<file path="config.mk">
export PLATFORM = sky130hd
export DESIGN_NAME = emb_bank_if
export DESIGN_NICKNAME = d
export VERILOG_FILES = /design/src/rtl/emb_pkg.sv /design/src/rtl/emb_sync2.sv /design/src/rtl/emb_bank_if.sv
export VERILOG_INCLUDE_DIRS = /design/src /design/src/rtl
export SDC_FILE = /design/constraint.sdc
export NUM_CORES = 1
export LEC_CHECK = 0
export BUFFER_PORTS_ARGS = -buffer_cell sky130_fd_sc_hd__buf_2
export CORE_MARGIN = 3
export CORE_UTILIZATION = 50
export DETAILED_ROUTE_END_ITERATION = 10
export PLACE_DENSITY_LB_ADDON = 0.15
export SKIP_LAST_GASP = 1
export SLEW_MARGIN = 20
export SYNTH_ARGS = -nofsm -noshare
export SYNTH_HDL_FRONTEND = slang
export SYNTH_SLANG_ARGS = --single-unit
export TNS_END_PERCENT = 5
</file>
<file path="constraint.sdc">
create_clock -name i_clk -period 6.1 [get_ports i_clk]
set_input_delay 0.305 -clock i_clk [delete_from_list [all_inputs] [get_ports i_clk]]
set_output_delay 0.305 -clock i_clk [all_outputs]
set_load 0.1 [all_outputs]
</file>
<file path="src/rtl/emb_regs.svh">
`ifndef EMB_REGS_SVH
`define EMB_REGS_SVH
`define EMB_IO_BANKS       8
`define EMB_SD_BANKS       2
`define EMB_IO_BANK_SPAN   32'h0100_0000
`define EMB_IO_TOP         32'h0800_0000
`define EMB_SD0_BASE       32'h4000_0000
`define EMB_SD1_BASE       32'h8000_0000
`define EMB_SD_SPAN        32'h0800_0000
`define EMB_ADDR_W         24
`define EMB_DATA_W         32
`define EMB_IO_CYCLES      4'h3
`define EMB_SD_CYCLES      4'h2
`define EMB_NO_SELECT      8'hff
`endif

</file>
<file path="src/rtl/emb_pkg.sv">
`include "emb_regs.svh"
package emb_pkg;
    typedef enum logic [1:0] {EMB_W8, EMB_W16, EMB_W32, EMB_WRSV} emb_width_t;
    typedef enum logic [1:0] {EMB_SZ_BYTE, EMB_SZ_HALF, EMB_SZ_WORD, EMB_SZ_RSV} emb_size_t;
    typedef enum logic [2:0] {EMB_IDLE, EMB_IO, EMB_SD_RAS, EMB_SD_CAS, EMB_DONE,
                              EMB_GRANTED} emb_state_t;
endpackage : emb_pkg

</file>
<file path="src/rtl/emb_sync2.sv">
`timescale 1ns/1ps
`default_nettype none
module emb_sync2 #(
    parameter int W = 1
) (
    input  wire logic         i_clk,
    input  wire logic         i_rst,
    input  wire logic [W-1:0] i_d,
    output logic      [W-1:0] o_q
);
    logic [W-1:0] stage1;
    always_ff @(posedge i_clk or posedge i_rst) begin
        if (i_rst) begin
            stage1 <= '0;
            o_q    <= '0;
        end else begin
            stage1 <= i_d;
            o_q    <= stage1;
        end
    end
endmodule : emb_sync2
`default_nettype wire

</file>
<file path="src/rtl/emb_bank_if.sv">
`timescale 1ns/1ps
`default_nettype none
`include "emb_regs.svh"
// Overview of operation
// - ten banks: eight static, two sdram
// - static bank n at n times 16 MB
// - sdram banks at 0x40000000 and 0x80000000
// - static banks 16 MB, 24-bit address
// - bank bases fixed; reset restores defaults
// - sdram range access generates sdram signalling
// - all static banks share one access path
// - one active-low select per static bank
// - output enable low only on static reads
// - wait input stretches static access
// - outside master request answered by grant
// - bank 0 width from strap pins
// - write strobe shared by sdram and 16-bit static writes only, four byte enables
// - sdram cke, two selects, ras, cas
// - shared address/data, separate control groups
// - narrow devices split/merge word accesses
// - endian strap selects byte ordering
// - big-endian word store lanes dcba
// - sub-word stores replicated, lane by offset
// - big-endian loads reversed, sub-word replicated
// - system clock halved by a toggle flop, driven out on pin
module emb_bank_if
    import emb_pkg::*;
#(
    parameter int BANKS = `EMB_IO_BANKS
) (
    input  wire logic        i_clk,
    input  wire logic        i_rst,
    input  wire logic        i_req,
    input  wire logic        i_write,
    input  wire logic [1:0]  i_size,
    input  wire logic [31:0] i_addr,
    input  wire logic [31:0] i_wdata,
    input  wire logic [1:0]  i_bank_width,
    input  wire logic [1:0]  i_bank0_width_strap,
    input  wire logic        i_big_endian,
    input  wire logic        i_slow_device_wait_n,
    input  wire logic        i_ext_master_request,
    input  wire logic [31:0] i_data,
    output logic             o_ack,
    output logic             o_err,
    output logic [31:0]      o_rdata,
    output logic [23:0]      o_addr,
    output logic             o_addr_oe,
    output logic [31:0]      o_data,
    output logic             o_data_oe,
    output logic [7:0]       o_static_bank_select_n,
    output logic             o_read_output_enable_n,
    output logic             o_shared_write_strobe_n,
    output logic [3:0]       o_byte_lane_enable_n,
    output logic             o_sdram_clk_en,
    output logic [1:0]       o_sdram_select_n,
    output logic             o_sdram_row_strobe_n,
    output logic             o_sdram_col_strobe_n,
    output logic             o_ext_master_grant,
    output logic             o_sys_clock_out
);
    emb_state_t  state;
    logic        wait_n;
    logic        xreq;
    logic [3:0]  cnt;
    logic [1:0]  beat;
    logic [1:0]  beats_left;
    logic [31:0] acc;
    logic        is_io;
    logic        is_sd0;
    logic        is_sd1;
    logic [2:0]  bank;
    logic [1:0]  dev_w;
    logic [1:0]  lane;
    logic [31:0] lat_addr;
    logic        lat_write;
    logic [1:0]  lat_size;
    logic [31:0] lat_wdata;
    logic [1:0]  lat_w;
    logic        lat_big;
    logic [1:0]  next_beats;
    logic [31:0] next_bus_wdata;
    logic [31:0] cur_ext_addr;
    logic [1:0]  cur_lane;
    logic [31:0] out_data;
    logic [3:0]  out_be_n;
    logic [31:0] merged;
    logic [31:0] sdr;
    logic        sys_clk_div;

    emb_sync2 #(.W(2)) u_sync (
        .i_clk (i_clk),
        .i_rst (i_rst),
        .i_d   ({i_slow_device_wait_n, i_ext_master_request}),
        .o_q   ({wait_n, xreq})
    );

    // fixed decode
    always_comb begin
        is_io  = (i_addr < `EMB_IO_TOP);
        is_sd0 = (i_addr >= `EMB_SD0_BASE) && (i_addr < `EMB_SD0_BASE + `EMB_SD_SPAN);
        is_sd1 = (i_addr >= `EMB_SD1_BASE) && (i_addr < `EMB_SD1_BASE + `EMB_SD_SPAN);
        bank   = i_addr[26:24];
        dev_w  = (bank == 3'h0) ? i_bank0_width_strap : i_bank_width;
        if (!is_io) begin
            dev_w = EMB_W32;
        end
    end

    // beats per access for narrow devices
    always_comb begin
        next_beats = 2'h0;
        if (dev_w == EMB_W8) begin
            next_beats = (i_size == EMB_SZ_WORD) ? 2'h3 : (i_size == EMB_SZ_HALF) ? 2'h1 : 2'h0;
        end else if (dev_w == EMB_W16 && i_size == EMB_SZ_WORD) begin
            next_beats = 2'h1;
        end
    end

    // internal bus replication of sub-word stores
    always_comb begin
        case (i_size)
            EMB_SZ_BYTE: next_bus_wdata = {4{i_wdata[7:0]}};
            EMB_SZ_HALF: next_bus_wdata = {2{i_wdata[15:0]}};
            default:     next_bus_wdata = i_wdata;
        endcase
    end

    // current external address and byte lane of the beat
    always_comb begin
        cur_ext_addr = lat_addr + {30'h0, beat} * ((lat_w == EMB_W16) ? 32'h2 : 32'h1);
        cur_lane     = cur_ext_addr[1:0];
        if (lat_w == EMB_W16) begin
            cur_lane = {cur_ext_addr[1], 1'b0};
        end
    end

    // store lane steering
    always_comb begin
        logic [7:0] b0;
        logic [7:0] b1;
        logic [1:0] idx;
        b0 = 8'h0;
        b1 = 8'h0;
        idx = 2'h0;
        out_data = 32'h0;
        out_be_n = 4'hf;
        if (lat_w == EMB_W32) begin
            if (lat_big) begin
                out_data = {lat_wdata[7:0], lat_wdata[15:8], lat_wdata[23:16], lat_wdata[31:24]};
            end else begin
                out_data = lat_wdata;
            end
            case (lat_size)
                EMB_SZ_BYTE: out_be_n = ~(4'h1 << cur_lane);
                EMB_SZ_HALF: out_be_n = cur_lane[1] ? 4'h3 : 4'hc;
                default:     out_be_n = 4'h0;
            endcase
        end else if (lat_w == EMB_W16) begin
            idx = lat_big ? (beat[0] ? 2'h1 : 2'h0) : (beat[0] ? 2'h1 : 2'h0);
            if (lat_size == EMB_SZ_WORD) begin
                {b1, b0} = lat_big ? (idx[0] ? {lat_wdata[7:0], lat_wdata[15:8]}
                                             : {lat_wdata[23:16], lat_wdata[31:24]})
                                   : (idx[0] ? lat_wdata[31:16] : lat_wdata[15:0]);
            end else begin
                {b1, b0} = lat_big ? {lat_wdata[7:0], lat_wdata[15:8]} : lat_wdata[15:0];
            end
            out_data = {16'h0, b1, b0};
            out_be_n = (lat_size == EMB_SZ_BYTE) ? ~(4'h1 << {1'b0, lat_addr[0]}) : 4'hc;
        end else begin
            // big endian sends the high byte first, also for replicated halfwords
            idx = lat_big ? 2'h3 - beat : beat;
            out_data = {24'h0, lat_wdata[8*idx +: 8]};
            out_be_n = 4'he;
        end
    end

    // load lane reversal and merge
    always_comb begin
        sdr = lat_big ? {i_data[7:0], i_data[15:8], i_data[23:16], i_data[31:24]} : i_data;
        merged = acc;
        if (lat_w == EMB_W32) begin
            merged = sdr;
        end else if (lat_w == EMB_W16) begin
            if (lat_big) begin
                merged = beat[0] ? {acc[31:16], i_data[7:0], i_data[15:8]}
                                 : {i_data[7:0], i_data[15:8], 16'h0};
            end else begin
                merged = beat[0] ? {i_data[15:0], acc[15:0]} : {16'h0, i_data[15:0]};
            end
        end else begin
            merged[8*(lat_big ? 2'h3 - beat : beat) +: 8] = i_data[7:0];
        end
    end

    // access sequencer
    always_ff @(posedge i_clk or posedge i_rst) begin
        if (i_rst) begin
            state      <= EMB_IDLE;
            cnt        <= 4'h0;
            beat       <= 2'h0;
            beats_left <= 2'h0;
            acc        <= 32'h0;
            lat_addr   <= 32'h0;
            lat_write  <= 1'b0;
            lat_size   <= 2'h0;
            lat_wdata  <= 32'h0;
            lat_w      <= 2'h0;
            lat_big    <= 1'b0;
        end else begin
            case (state)
                EMB_IDLE: begin
                    beat <= 2'h0;
                    acc  <= 32'h0;
                    if (xreq) begin
                        state <= EMB_GRANTED;
                    end else if (i_req && (is_io || is_sd0 || is_sd1)) begin
                        lat_addr   <= i_addr;
                        lat_write  <= i_write;
                        lat_size   <= i_size;
                        lat_wdata  <= next_bus_wdata;
                        lat_w      <= dev_w;
                        lat_big    <= i_big_endian;
                        beats_left <= next_beats;
                        cnt        <= is_io ? `EMB_IO_CYCLES : `EMB_SD_CYCLES;
                        state      <= is_io ? EMB_IO : EMB_SD_RAS;
                    end else if (i_req) begin
                        lat_addr <= i_addr;
                        state    <= EMB_DONE;
                    end
                end
                EMB_IO: begin
                    if (cnt != 4'h0) begin
                        cnt <= cnt - 4'h1;
                    end else if (wait_n) begin
                        acc <= merged;
                        if (beats_left != 2'h0) begin
                            beats_left <= beats_left - 2'h1;
                            beat       <= beat + 2'h1;
                            cnt        <= `EMB_IO_CYCLES;
                        end else begin
                            state <= EMB_DONE;
                        end
                    end
                end
                EMB_SD_RAS: begin
                    state <= EMB_SD_CAS;
                end
                EMB_SD_CAS: begin
                    if (cnt != 4'h0) begin
                        cnt <= cnt - 4'h1;
                    end else begin
                        acc   <= merged;
                        state <= EMB_DONE;
                    end
                end
                EMB_DONE: begin
                    state <= EMB_IDLE;
                end
                EMB_GRANTED: begin
                    if (!xreq) begin
                        state <= EMB_IDLE;
                    end
                end
                default: state <= EMB_IDLE;
            endcase
        end
    end

    // registered pin drive
    always_ff @(posedge i_clk or posedge i_rst) begin
        if (i_rst) begin
            o_addr                  <= 24'h0;
            o_addr_oe               <= 1'b0;
            o_data                  <= 32'h0;
            o_data_oe               <= 1'b0;
            o_static_bank_select_n  <= `EMB_NO_SELECT;
            o_read_output_enable_n  <= 1'b1;
            o_shared_write_strobe_n <= 1'b1;
            o_byte_lane_enable_n    <= 4'hf;
            o_sdram_clk_en          <= 1'b0;
            o_sdram_select_n        <= 2'h3;
            o_sdram_row_strobe_n    <= 1'b1;
            o_sdram_col_strobe_n    <= 1'b1;
            o_ext_master_grant      <= 1'b0;
        end else begin
            o_ext_master_grant      <= (state == EMB_GRANTED) && xreq;
            o_addr_oe               <= (state != EMB_GRANTED);
            o_addr                  <= cur_ext_addr[`EMB_ADDR_W-1:0];
            o_data                  <= out_data;
            o_data_oe               <= (state == EMB_IO || state == EMB_SD_CAS) && lat_write;
            o_static_bank_select_n  <= (state == EMB_IO) ? ~(8'h1 << lat_addr[26:24])
                                                         : `EMB_NO_SELECT;
            o_read_output_enable_n  <= !((state == EMB_IO) && !lat_write);
            o_shared_write_strobe_n <= !(lat_write && ((state == EMB_SD_CAS) ||
                                        (state == EMB_IO && lat_w == EMB_W16)));
            o_byte_lane_enable_n    <= (state == EMB_IO || state == EMB_SD_CAS) ? out_be_n
                                                                               : 4'hf;
            o_sdram_clk_en          <= 1'b1;
            o_sdram_select_n        <= (state == EMB_SD_RAS || state == EMB_SD_CAS)
                                       ? (lat_addr[31] ? 2'h1 : 2'h2) : 2'h3;
            o_sdram_row_strobe_n    <= !(state == EMB_SD_RAS);
            o_sdram_col_strobe_n    <= !(state == EMB_SD_CAS && cnt == 4'h0);
        end
    end

    // answer to internal master
    always_ff @(posedge i_clk or posedge i_rst) begin
        if (i_rst) begin
            o_ack   <= 1'b0;
            o_err   <= 1'b0;
            o_rdata <= 32'h0;
        end else begin
            o_ack   <= (state == EMB_DONE);
            o_err   <= (state == EMB_DONE) && !(lat_addr < `EMB_IO_TOP
                       || lat_addr - `EMB_SD0_BASE < `EMB_SD_SPAN
                       || lat_addr - `EMB_SD1_BASE < `EMB_SD_SPAN);
            if (state == EMB_DONE) begin
                case (lat_size)
                    EMB_SZ_BYTE: o_rdata <= {4{acc[8*(lat_big ? 2'h3 - lat_addr[1:0]
                                                     : lat_addr[1:0]) +: 8]}};
                    EMB_SZ_HALF: o_rdata <= {2{(lat_addr[1] ^ lat_big) ? acc[31:16] : acc[15:0]}};
                    default:     o_rdata <= acc;
                endcase
            end
        end
    end

    // system clock out, toggled so it comes from a flop
    always_ff @(posedge i_clk or posedge i_rst) begin
        if (i_rst) begin
            sys_clk_div <= 1'b0;
        end else begin
            sys_clk_div <= ~sys_clk_div;
        end
    end
    assign o_sys_clock_out = sys_clk_div;

    a_unmapped_quiet: assert property (@(posedge i_clk) disable iff (i_rst)
        (state == EMB_IDLE && i_req && !xreq && !is_io && !is_sd0 && !is_sd1)
        |=> ##1 o_static_bank_select_n == `EMB_NO_SELECT && o_sdram_select_n == 2'h3)
        else $error("unmapped access selected a device");
    a_one_select: assert property (@(posedge i_clk) disable iff (i_rst)
        $countones(~o_static_bank_select_n) <= 1)
        else $error("more than one bank select");
    a_oe_read: assert property (@(posedge i_clk) disable iff (i_rst)
        !o_read_output_enable_n |-> $past(state == EMB_IO && !lat_write))
        else $error("output enable outside read");
    a_wait_hold: assert property (@(posedge i_clk) disable iff (i_rst)
        (state == EMB_IO && cnt == 4'h0 && !wait_n) |=> state == EMB_IO)
        else $error("wait not honoured");
    a_grant_release: assert property (@(posedge i_clk) disable iff (i_rst)
        o_ext_master_grant |-> !o_addr_oe)
        else $error("pins driven while granted");
    a_grant_follows: assert property (@(posedge i_clk) disable iff (i_rst)
        (state == EMB_IDLE && xreq) ##1 xreq |=> o_ext_master_grant)
        else $error("grant missing");
    a_sd_ras_cas: assert property (@(posedge i_clk) disable iff (i_rst)
        $fell(o_sdram_row_strobe_n) |-> ##[1:4] !o_sdram_col_strobe_n)
        else $error("cas did not follow ras");
    a_sd_bank_sel: assert property (@(posedge i_clk) disable iff (i_rst)
        !o_sdram_row_strobe_n |-> o_sdram_select_n != 2'h3)
        else $error("sdram strobe without select");
    c_io_read: cover property (@(posedge i_clk) !o_read_output_enable_n);
    c_sd_write: cover property (@(posedge i_clk) !o_shared_write_strobe_n && !o_sdram_col_strobe_n);
    c_granted: cover property (@(posedge i_clk) o_ext_master_grant);
endmodule : emb_bank_if
`default_nettype wire

</file>
==> out/results.tsv, run 1 <==
metric	value	unit
Fmax	287	MHz
Syn Inst Count	1342	
Final Cycle Share	57.2	%
crit path max fanout	16	
synthesized area per cell	9.79	sq um
cts repair resizes	0	
commonest non-fill, non-tap cells in the layout	buf_2 (221), dfrtp_1 (210), mux2i_1 (152)	
critical path arrival	3900	ps
count of final setup violators	0	
num ports	222	
Post-synth EDFFs	0	
Setup Buffers After CTS	0	
outcome	complete, no violations	
# Max-Cap Violations	0	
Worst Setup End Kind	flip-flop	
Post-synth ARST share	100	%
Syn Nets	1466	
WHS Path Cells	2	
root buffer cell	clkbuf_16	
first-pass GRT wire length	54700	microns
initial DRC count	864	
CTS buffer count	26	
nets	1652	
TNS Setup	0	ps
WS Path Type	flip-flop to flip-flop	
antenna violations before repair	1	
Critical Path RT	6510	ps
gr ovfl total	0	
synthesized area	0.0131	sq mm
H-tree depth	1	
Detail Placement HPWL	23700	microns
Slew @ Worst Pin	1120	ps
synthesis-stage register bit count	230	
vias per cell	5.67	
Port Buf Inserts	221	
Clock Latency Late Sink	530	ps
die height	168	microns
commonest non-fill, non-tap cell in the layout	buf_2	
Netlist cell types	75	
vias in the first global route	10166	
sequential share of the synthesized area	44.0	%
Wirelength per Cell	18.1	microns
Fillers	2233	
Initial Util	51.6	%
clk slew on worst S/H paths	60	ps
largest net degree at the start of global routing	187	
Max transition margin	25.0	%
total number of vias	10660	
gr usage total	23.2	%
Worst Skew	15.4	ps
number of core rows	58	
worst r2r path cells	13	
DRC	0	
Top FF cell, synth	dfrtp_1	
DR pass1 iterations	5	
final antenna-violating net count	0	
final hold vios	0	
hold buffer count at cts	23	
Critical Path Start	lat_w[1]	
Min-Delay Path Class	primary input to flip-flop	
CTS tree	done	
area grow syn2layout	17.2	%
Worst R2R Setup Slack	2610	ps
Clock Sinks	230	
R2R Path End	o_addr[23]	
clock buffer depth	3	
core area	0.0255	sq mm
Ys Warns	0	
unrepaired setup endpoints after global routing	no	
post-layout min period	3490	ps
GPL Wtd Cong	0.836	
Hold Startpoint	i_addr[15]	
Die W	168	microns
die area	0.0283	sq mm
area of the multi-input gates	0.00669	sq mm
WHS Endpoint	lat_addr[15]	
fin. max-slew vios	0	
share of cells above drive strength 1	23.4	%
worst r2r src	lat_w[1]	
CP startpoint kind	flip-flop	
total wire length	34000	microns
Register Area	0.00578	sq mm
[routing by layer]
layer	track usage (%)	share of wire, %	up-vias
li1	-	-	5200
met5	0	0	-
met3	2.61	4.7	54
met1	34.4	47	5100
met2	36.7	46	306
met4	5.59	1.8	0
[synthesized netlist by cell type, types with 6 or more instances]
master    number  area share [%]
dfrtp_1      212              40
mux2i_1      152              12
nand2_1      130             3.7
o21ai_0       97             3.7
nor2_1        94             2.7
a21oi_1       77             2.9
clkbuf_1      47             1.3
inv_1         43             1.2
mux2_2        35             3.0
nor2b_1       28             1.3
o22ai_1       28             1.3
a22oi_1       26             1.5
buf_2         24            0.91
nand2b_1      22             1.0
nand3_1       20            0.76
a221oi_1      18             1.2
dfstp_2       18             3.6
nand3b_1      18             1.0
xnor2_1       16             1.1
a31oi_1       15            0.71
ha_1          14             1.3
o21a_1        14            0.80
a311oi_1      13            0.87
and2_1        11            0.52
buf_4         11            0.63
o211ai_1      10            0.57
o21ai_1        9            0.34
buf_1          8            0.23
buf_6          8            0.69
mux4_2         8             1.4
a21boi_0       7            0.40
nand4_1        7            0.33
nor3_1         7            0.27
nor3b_1        7            0.40
xor2_1         7            0.47
and3_1         6            0.29
o31a_1         6            0.40
[flip-flops by register name (all words and copies together) (netlist names), 2 cells and up]
register	cells
beat	2
lat_w	2
o_rdata	32
acc	32
cnt	4
o_data	32
lat_wdata	32
beats_left	2
state	3
lat_addr	32
o_addr	24
u_sync.stage1	2
o_static_bank_select_n	8
o_sdram_select_n	2
u_sync.o_q	2
lat_size	2
o_byte_lane_enable_n	4
[kinds of logic after synthesis]
family                     share of synthesized area [%]
other                                             0.0285
adders and majority gates                           1.49
buffers and inverters                               5.21
xor gates and xnor gates                            1.74
muxes                                               16.1
DFF                                                 44.0
and+or+nand+nor                                     13.9
AOI/OAI and AO/OA                                   17.5
[cell type report]
cell class | count | area share [%]
multi-input combinational | 968 | 43.5
sequential | 230 | 37.6
timing repair buffer | 258 | 9.45
clock buffer | 43 | 5.16
tap | 330 | 2.68
inverter | 44 | 1.10
clock inverter | 5 | 0.561
antenna | 1 | 0.0163
[worst max-delay path, cell delays in order, from the launching register on]
cell	delay, ps
dfrtp_1	340
inv_1	60
ha_1	220
nor2b_2	570
a21o_1	150
ha_1	120
ha_1	160
inv_1	50
fa_1	400
nor2b_1	220
o2111ai_1	310
nor3_1	450
nand3_1	150
xnor2_1	150
[how the worst max path moves through the flow]
stage,endpoint,depth (start not counted)
6_report,o_addr[23],13
5_1_grt,o_addr[23],13
4_1_cts,o_addr[23],13
3_5_place_dp,o_addr[23],13
3_3_place_gp,o_addr[23],12
2_1_floorplan,acc[0],1
[through the flow]
| step | hold WS, ps | instance area [sq um] | setup WS [ps] | util (%) | instances |
|---|---|---|---|---|---|
| 3_5_place_dp | 336 | 14300 | 2380 | 56.0 | 1807 |
| 4_1_cts | 0.905 | 15400 | 2380 | 60.4 | 1878 |
| 5_1_grt | 7.65 | 15400 | 2390 | 60.4 | 1879 |
| 3_3_place_gp | 339 | 14300 | 2440 | 56.0 | 1807 |
| 2_1_floorplan | 331 | 13100 | 2800 | - | 1342 |
| 6_report | 21.8 | 15400 | 2610 | 60.4 | 1879 |
Power of run 1 is left out: the tool's default activity adds up to more than one toggle a clock period on the data nets, which glitch-free logic cannot reach.
==> inputs of run 2 (changes only) <==
Clock period 6.1 ns to 3.04 ns, I/O delays scaled along.
==> out/results.tsv, run 2 (synthesized netlist as in run 1, its figures left out) <==
metric	value	unit	change
die height	168	microns	unchanged
post-route cell area	0.0162	sq mm	was 0.0154 sq mm
Fillers	2125		was 2233
Clock Latency Late Sink	540	ps	was 530 ps
gr usage total	24.9	%	was 23.2%
fin. max-slew vios	0		unchanged
CTS tree	done		unchanged
Final Util	63.7	%	was 60.4%
area grow syn2layout	23.4	%	was 17.2%
Max transition margin	50.8	%	was 25.0%
nets	1738		was 1652
Fmax	348	MHz	was 287 MHz
WS Path Type	flip-flop to flip-flop		unchanged
CTS buffer count	27		was 26
DR pass1 iterations	5		unchanged
die area	0.0283	sq mm	unchanged
crit path max fanout	6		was 16
Worst Skew	8.32	ps	was 15.4 ps
placed cell areas	0.0145	sq mm	was 0.0143 sq mm
final antenna-violating net count	0		unchanged
slack of the critical path	166	ps	was 2610 ps
non-filler cells, final	1968		was 1879
Min-Delay Path Class	primary input to flip-flop		unchanged
Initial Util	51.6	%	unchanged
vias in the first global route	10894		was 10166
first-pass GRT wire length	58100	microns	was 54700 microns
total number of vias	11251		was 10660
DP Cell Count	1834		was 1807
share of cells above drive strength 1	24.2	%	was 23.4%
Slew @ Worst Pin	733	ps	was 1120 ps
final hold vios	0		unchanged
Worst Setup End Kind	flip-flop		unchanged
antenna violations before repair	4		was 1
count of final setup violators	0		unchanged
Clock Sinks	230		unchanged
clock buffer depth	3		unchanged
H-tree depth	1		unchanged
total wire length	35900	microns	was 34000 microns
core area	0.0255	sq mm	unchanged
initial DRC count	976		was 864
DRC	0		unchanged
number of core rows	58		unchanged
gr ovfl total	0		unchanged
clk slew on worst S/H paths	60	ps	about the same
# Max-Cap Violations	0		unchanged
outcome	complete, no violations		unchanged
Critical Path RT	3470	ps	was 6510 ps
Final Cycle Share	94.5	%	was 57.2%
commonest non-fill, non-tap cell in the layout	buf_2		unchanged
Place WS	120	ps	was 2380 ps
Die W	168	microns	unchanged
CP startpoint kind	flip-flop		unchanged
largest net degree at the start of global routing	91		was 187
vias per cell	5.72		was 5.67
Detail Placement HPWL	24800	microns	was 23700 microns
GPL Wtd Cong	0.846		was 0.836
post-layout min period	2870	ps	was 3490 ps
critical path arrival	3300	ps	was 3900 ps
Wirelength per Cell	18.2	microns	was 18.1 microns
Port Buf Inserts	221		unchanged
root buffer cell	clkbuf_16		unchanged
num ports	222		unchanged
commonest non-fill, non-tap cells in the layout	buf_2 (221), dfrtp_1 (210), mux2i_1 (152)		unchanged
[run 2: cell count changes in the layout (fill, tap and decap cells not counted), sizes merged]
cell	delta
dlygate4sd3	+58
buf	+27
clkbuf	-6
clkinv	+3
diode	+3
clkinvlp	+2
inv	+2
[run 2: cell type report]
| cell class | count | area [sq um] | area share, % |
|---|---|---|---|
| multi-input combinational | 968 | 6700 | 41.3 |
| sequential | 230 | 5780 | 35.7 |
| timing repair buffer | 343 | 2250 | 13.9 |
| clock buffer | 37 | 763 | 4.71 |
| tap | 330 | 413 | 2.55 |
| inverter | 44 | 169 | 1.04 |
| clock inverter | 12 | 134 | 0.825 |
| antenna | 4 | 10.0 | 0.0617 |
[run 2: critical path, stage by stage, from the launching register on]
cell       delay, ps
dfrtp_1          380
inv_1             80
ha_2             230
nor2b_1           80
a21o_1           160
ha_1             270
ha_1             160
inv_1             50
fa_1             410
nor2b_2          170
o2111ai_2        160
nor3_1           210
buf_4            160
nand3_1           90
xnor2_1          140
[run 2: metrics by stage]
step,hold slack (ps),setup TNS (ps)
detailed placement,231,0
global placement,230,0
finish,35.8,0
CTS,31.7,0
floorplan,183,-22480
global route,83.5,-26.3
[run 2: repair_timing]
| action | 4_1_cts | 5_1_grt |
|---|---|---|
| gates resized for setup | 0 | 3 |
| hold buffers | 81 | 0 |
| endpoints found under the hold margin | 91 | 0 |
| endpoints found under the setup margin | 0 | 3 |
| setup buffers | 0 | 0 |
[run 2: metal layers]
| metal | vias up | global-route usage [%] | wire length [microns] |
|---|---|---|---|
| li1 | 5385 | - | - |
| met2 | 386 | 40.6 | 17100 |
| met5 | - | 0 | 0 |
| met1 | 5425 | 35.3 | 16100 |
| met3 | 55 | 3.31 | 2050 |
| met4 | 0 | 6.51 | 689 |
[run 2: final timing paths]
kind / start / end / slack (ps) / cells after the start
worst max-delay path: lat_w[1] / o_addr[23] / 170 / 14
worst max register to register: lat_w[1] / o_addr[23] / 170 / 14
min in group asynchronous: i_rst / o_err / 210 / 3
max in group asynchronous: i_rst / lat_big / 1960 / 4
worst min-delay path: i_bank_width[1] / beats_left[0] / 40 / 4
worst min register to register: u_sync.stage1[0] / u_sync.o_q[0] / 350 / 0
Power of run 2 is left out for the same reason.
==> inputs of run 3 (changes only) <==
Settings changed: CORE_UTILIZATION 50 to 52.
==> out/results.tsv, run 3 (synthesized netlist as in run 1, its figures left out) <==
metric	value	unit	change
outcome	complete, no violations		unchanged
Initial Util	53.4	%	was 51.6%
Min-Delay Path Class	primary input to flip-flop		unchanged
post-layout min period	2820	ps	was 2870 ps
WHS Path Cells	3		was 4
Worst Setup End Kind	flip-flop		unchanged
H-tree depth	1		unchanged
DRC	0		unchanged
gr ovfl total	0		unchanged
worst r2r src	lat_w[1]		unchanged
DR pass1 iterations	5		unchanged
clk slew on worst S/H paths	60	ps	about the same
worst path buffer plus inverter count	3		unchanged
gr usage total	25.9	%	was 24.9%
Final Cycle Share	92.8	%	was 94.5%
DP Cell Count	1821		was 1834
root buffer cell	clkbuf_16		unchanged
antenna violations before repair	1		was 4
delay-heaviest family, CP	adder cells		unchanged
Die W	165	microns	was 168 microns
final hold vios	0		unchanged
num ports	222		unchanged
CTS buffer count	25		was 27
Max transition margin	45.3	%	was 50.8%
GPL Wtd Cong	0.885		was 0.846
Clock Latency Late Sink	530	ps	was 540 ps
die height	165	microns	was 168 microns
Hold Startpoint	i_size[1]		was i_bank_width[1]
Worst R2R Setup Slack	220	ps	was 170 ps
worst r2r path cells	14		unchanged
final antenna-violating net count	0		unchanged
Clock Sinks	230		unchanged
WHS Endpoint	lat_size[1]		was beats_left[0]
area grow syn2layout	22.6	%	was 23.4%
Wirelength per Cell	18.1	microns	was 18.2 microns
non-filler cells, final	1946		was 1968
total number of vias	11162		was 11251
post-route cell area	0.0161	sq mm	was 0.0162 sq mm
share of cells above drive strength 1	23.8	%	was 24.2%
nets	1727		was 1738
placed cell areas	0.0145	sq mm	about the same
initial DRC count	1164		was 976
Fillers	1994		was 2125
Fmax	354	MHz	was 348 MHz
clock buffer depth	3		unchanged
critical path arrival	3230	ps	was 3300 ps
Slowest cell on crit path	fa_1		unchanged
commonest non-fill, non-tap cell in the layout	buf_2		unchanged
count of final setup violators	0		unchanged
commonest non-fill, non-tap cells in the layout	buf_2 (221), dfrtp_1 (210), mux2i_1 (152)		unchanged
Slew @ Worst Pin	820	ps	was 733 ps
Worst Skew	14.9	ps	was 8.32 ps
largest net degree at the start of global routing	150		was 91
Critical Path RT	3440	ps	was 3470 ps
die area	0.0272	sq mm	was 0.0283 sq mm
crit path max fanout	6		unchanged
WS Path Type	flip-flop to flip-flop		unchanged
vias in the first global route	10772		was 10894
fin. max-slew vios	0		unchanged
number of core rows	57		was 58
R2R Path End	o_addr[21]		was o_addr[23]
unrepaired setup endpoints after global routing	yes		
Detail Placement HPWL	24300	microns	was 24800 microns
Port Buf Inserts	221		unchanged
core area	0.0246	sq mm	was 0.0255 sq mm
CP peak stage delay	410	ps	about the same
first-pass GRT wire length	57200	microns	was 58100 microns
CTS tree	done		unchanged
# Max-Cap Violations	0		unchanged
cells along the critical path	inv_1 -> ha_2 -> nor2b_1 -> a21o_1 -> ha_1 -> ha_1 -> inv_1 -> fa_1 -> nor2b_2 -> o2111ai_2 -> nor3_2 -> buf_4 -> nand3_1 -> xnor2_1		was inv_1 -> ha_2 -> nor2b_1 -> a21o_1 -> ha_1 -> ha_1 -> inv_1 -> fa_1 -> nor2b_2 -> o2111ai_2 -> nor3_1 -> buf_4 -> nand3_1 -> xnor2_1
vias per cell	5.74		was 5.72
total wire length	35200	microns	was 35900 microns
CP startpoint kind	flip-flop		unchanged
[run 3: area by class of cell]
cell class                 count  area (sq um)  share of cell area [%]
inverter                      44           169                    1.05
clock inverter                 7          70.1                   0.435
antenna                        1          2.50                  0.0155
clock buffer                  38           754                    4.69
multi-input combinational    968          6700                    41.6
tap                          324           405                    2.52
sequential                   230          5780                    35.9
timing repair buffer         334          2210                    13.8
[run 3: worst max path at each step]
stage | to | start | cells past startpoint
after global routing | o_addr[18] | lat_w[1] | 11
after global placement | o_addr[21] | lat_w[1] | 14
after CTS | o_addr[23] | lat_w[1] | 14
final | o_addr[21] | lat_w[1] | 14
after floorplan | acc[0] | i_rst | 1
after detailed placement | o_addr[23] | lat_w[1] | 14
[run 3: worst register-to-register path: stages (launching register included)]
cell	delay, ps
dfrtp_1	390
inv_1	80
ha_2	230
nor2b_1	80
a21o_1	160
ha_1	270
ha_1	160
inv_1	60
fa_1	410
nor2b_2	170
o2111ai_2	160
nor3_2	190
buf_4	140
nand3_1	90
xnor2_1	130
[run 3: routing by layer]
| metal | GRT usage [%] | wire length [microns] |
|---|---|---|
| met1 | 37.6 | 16000 |
| met2 | 41.5 | 16500 |
| met3 | 3.16 | 2040 |
| met4 | 6.21 | 709 |
| met5 | 0 | 0 |
[run 3: timing repair]
action                                 in CTS  in global routing
setup buffers                               0                  0
setup endpoints to repair                   0                  7
endpoints found under the hold margin     283                  0
gates resized for setup                     0                  4
hold buffers                               79                  0
[run 3: per-stage QoR]
step                      util [%]  setup slack, ps  TNS, ps  hold slack [ps]
after detailed placement      58.8              148        0              263
after global routing          65.4            -10.5    -10.5             60.6
final                         65.4              218        0             67.5
after floorplan                  -             -105   -22480              183
after global placement        58.8              208        0              260
after CTS                     65.4              129        0             29.8
Power of run 3 is left out for the same reason.
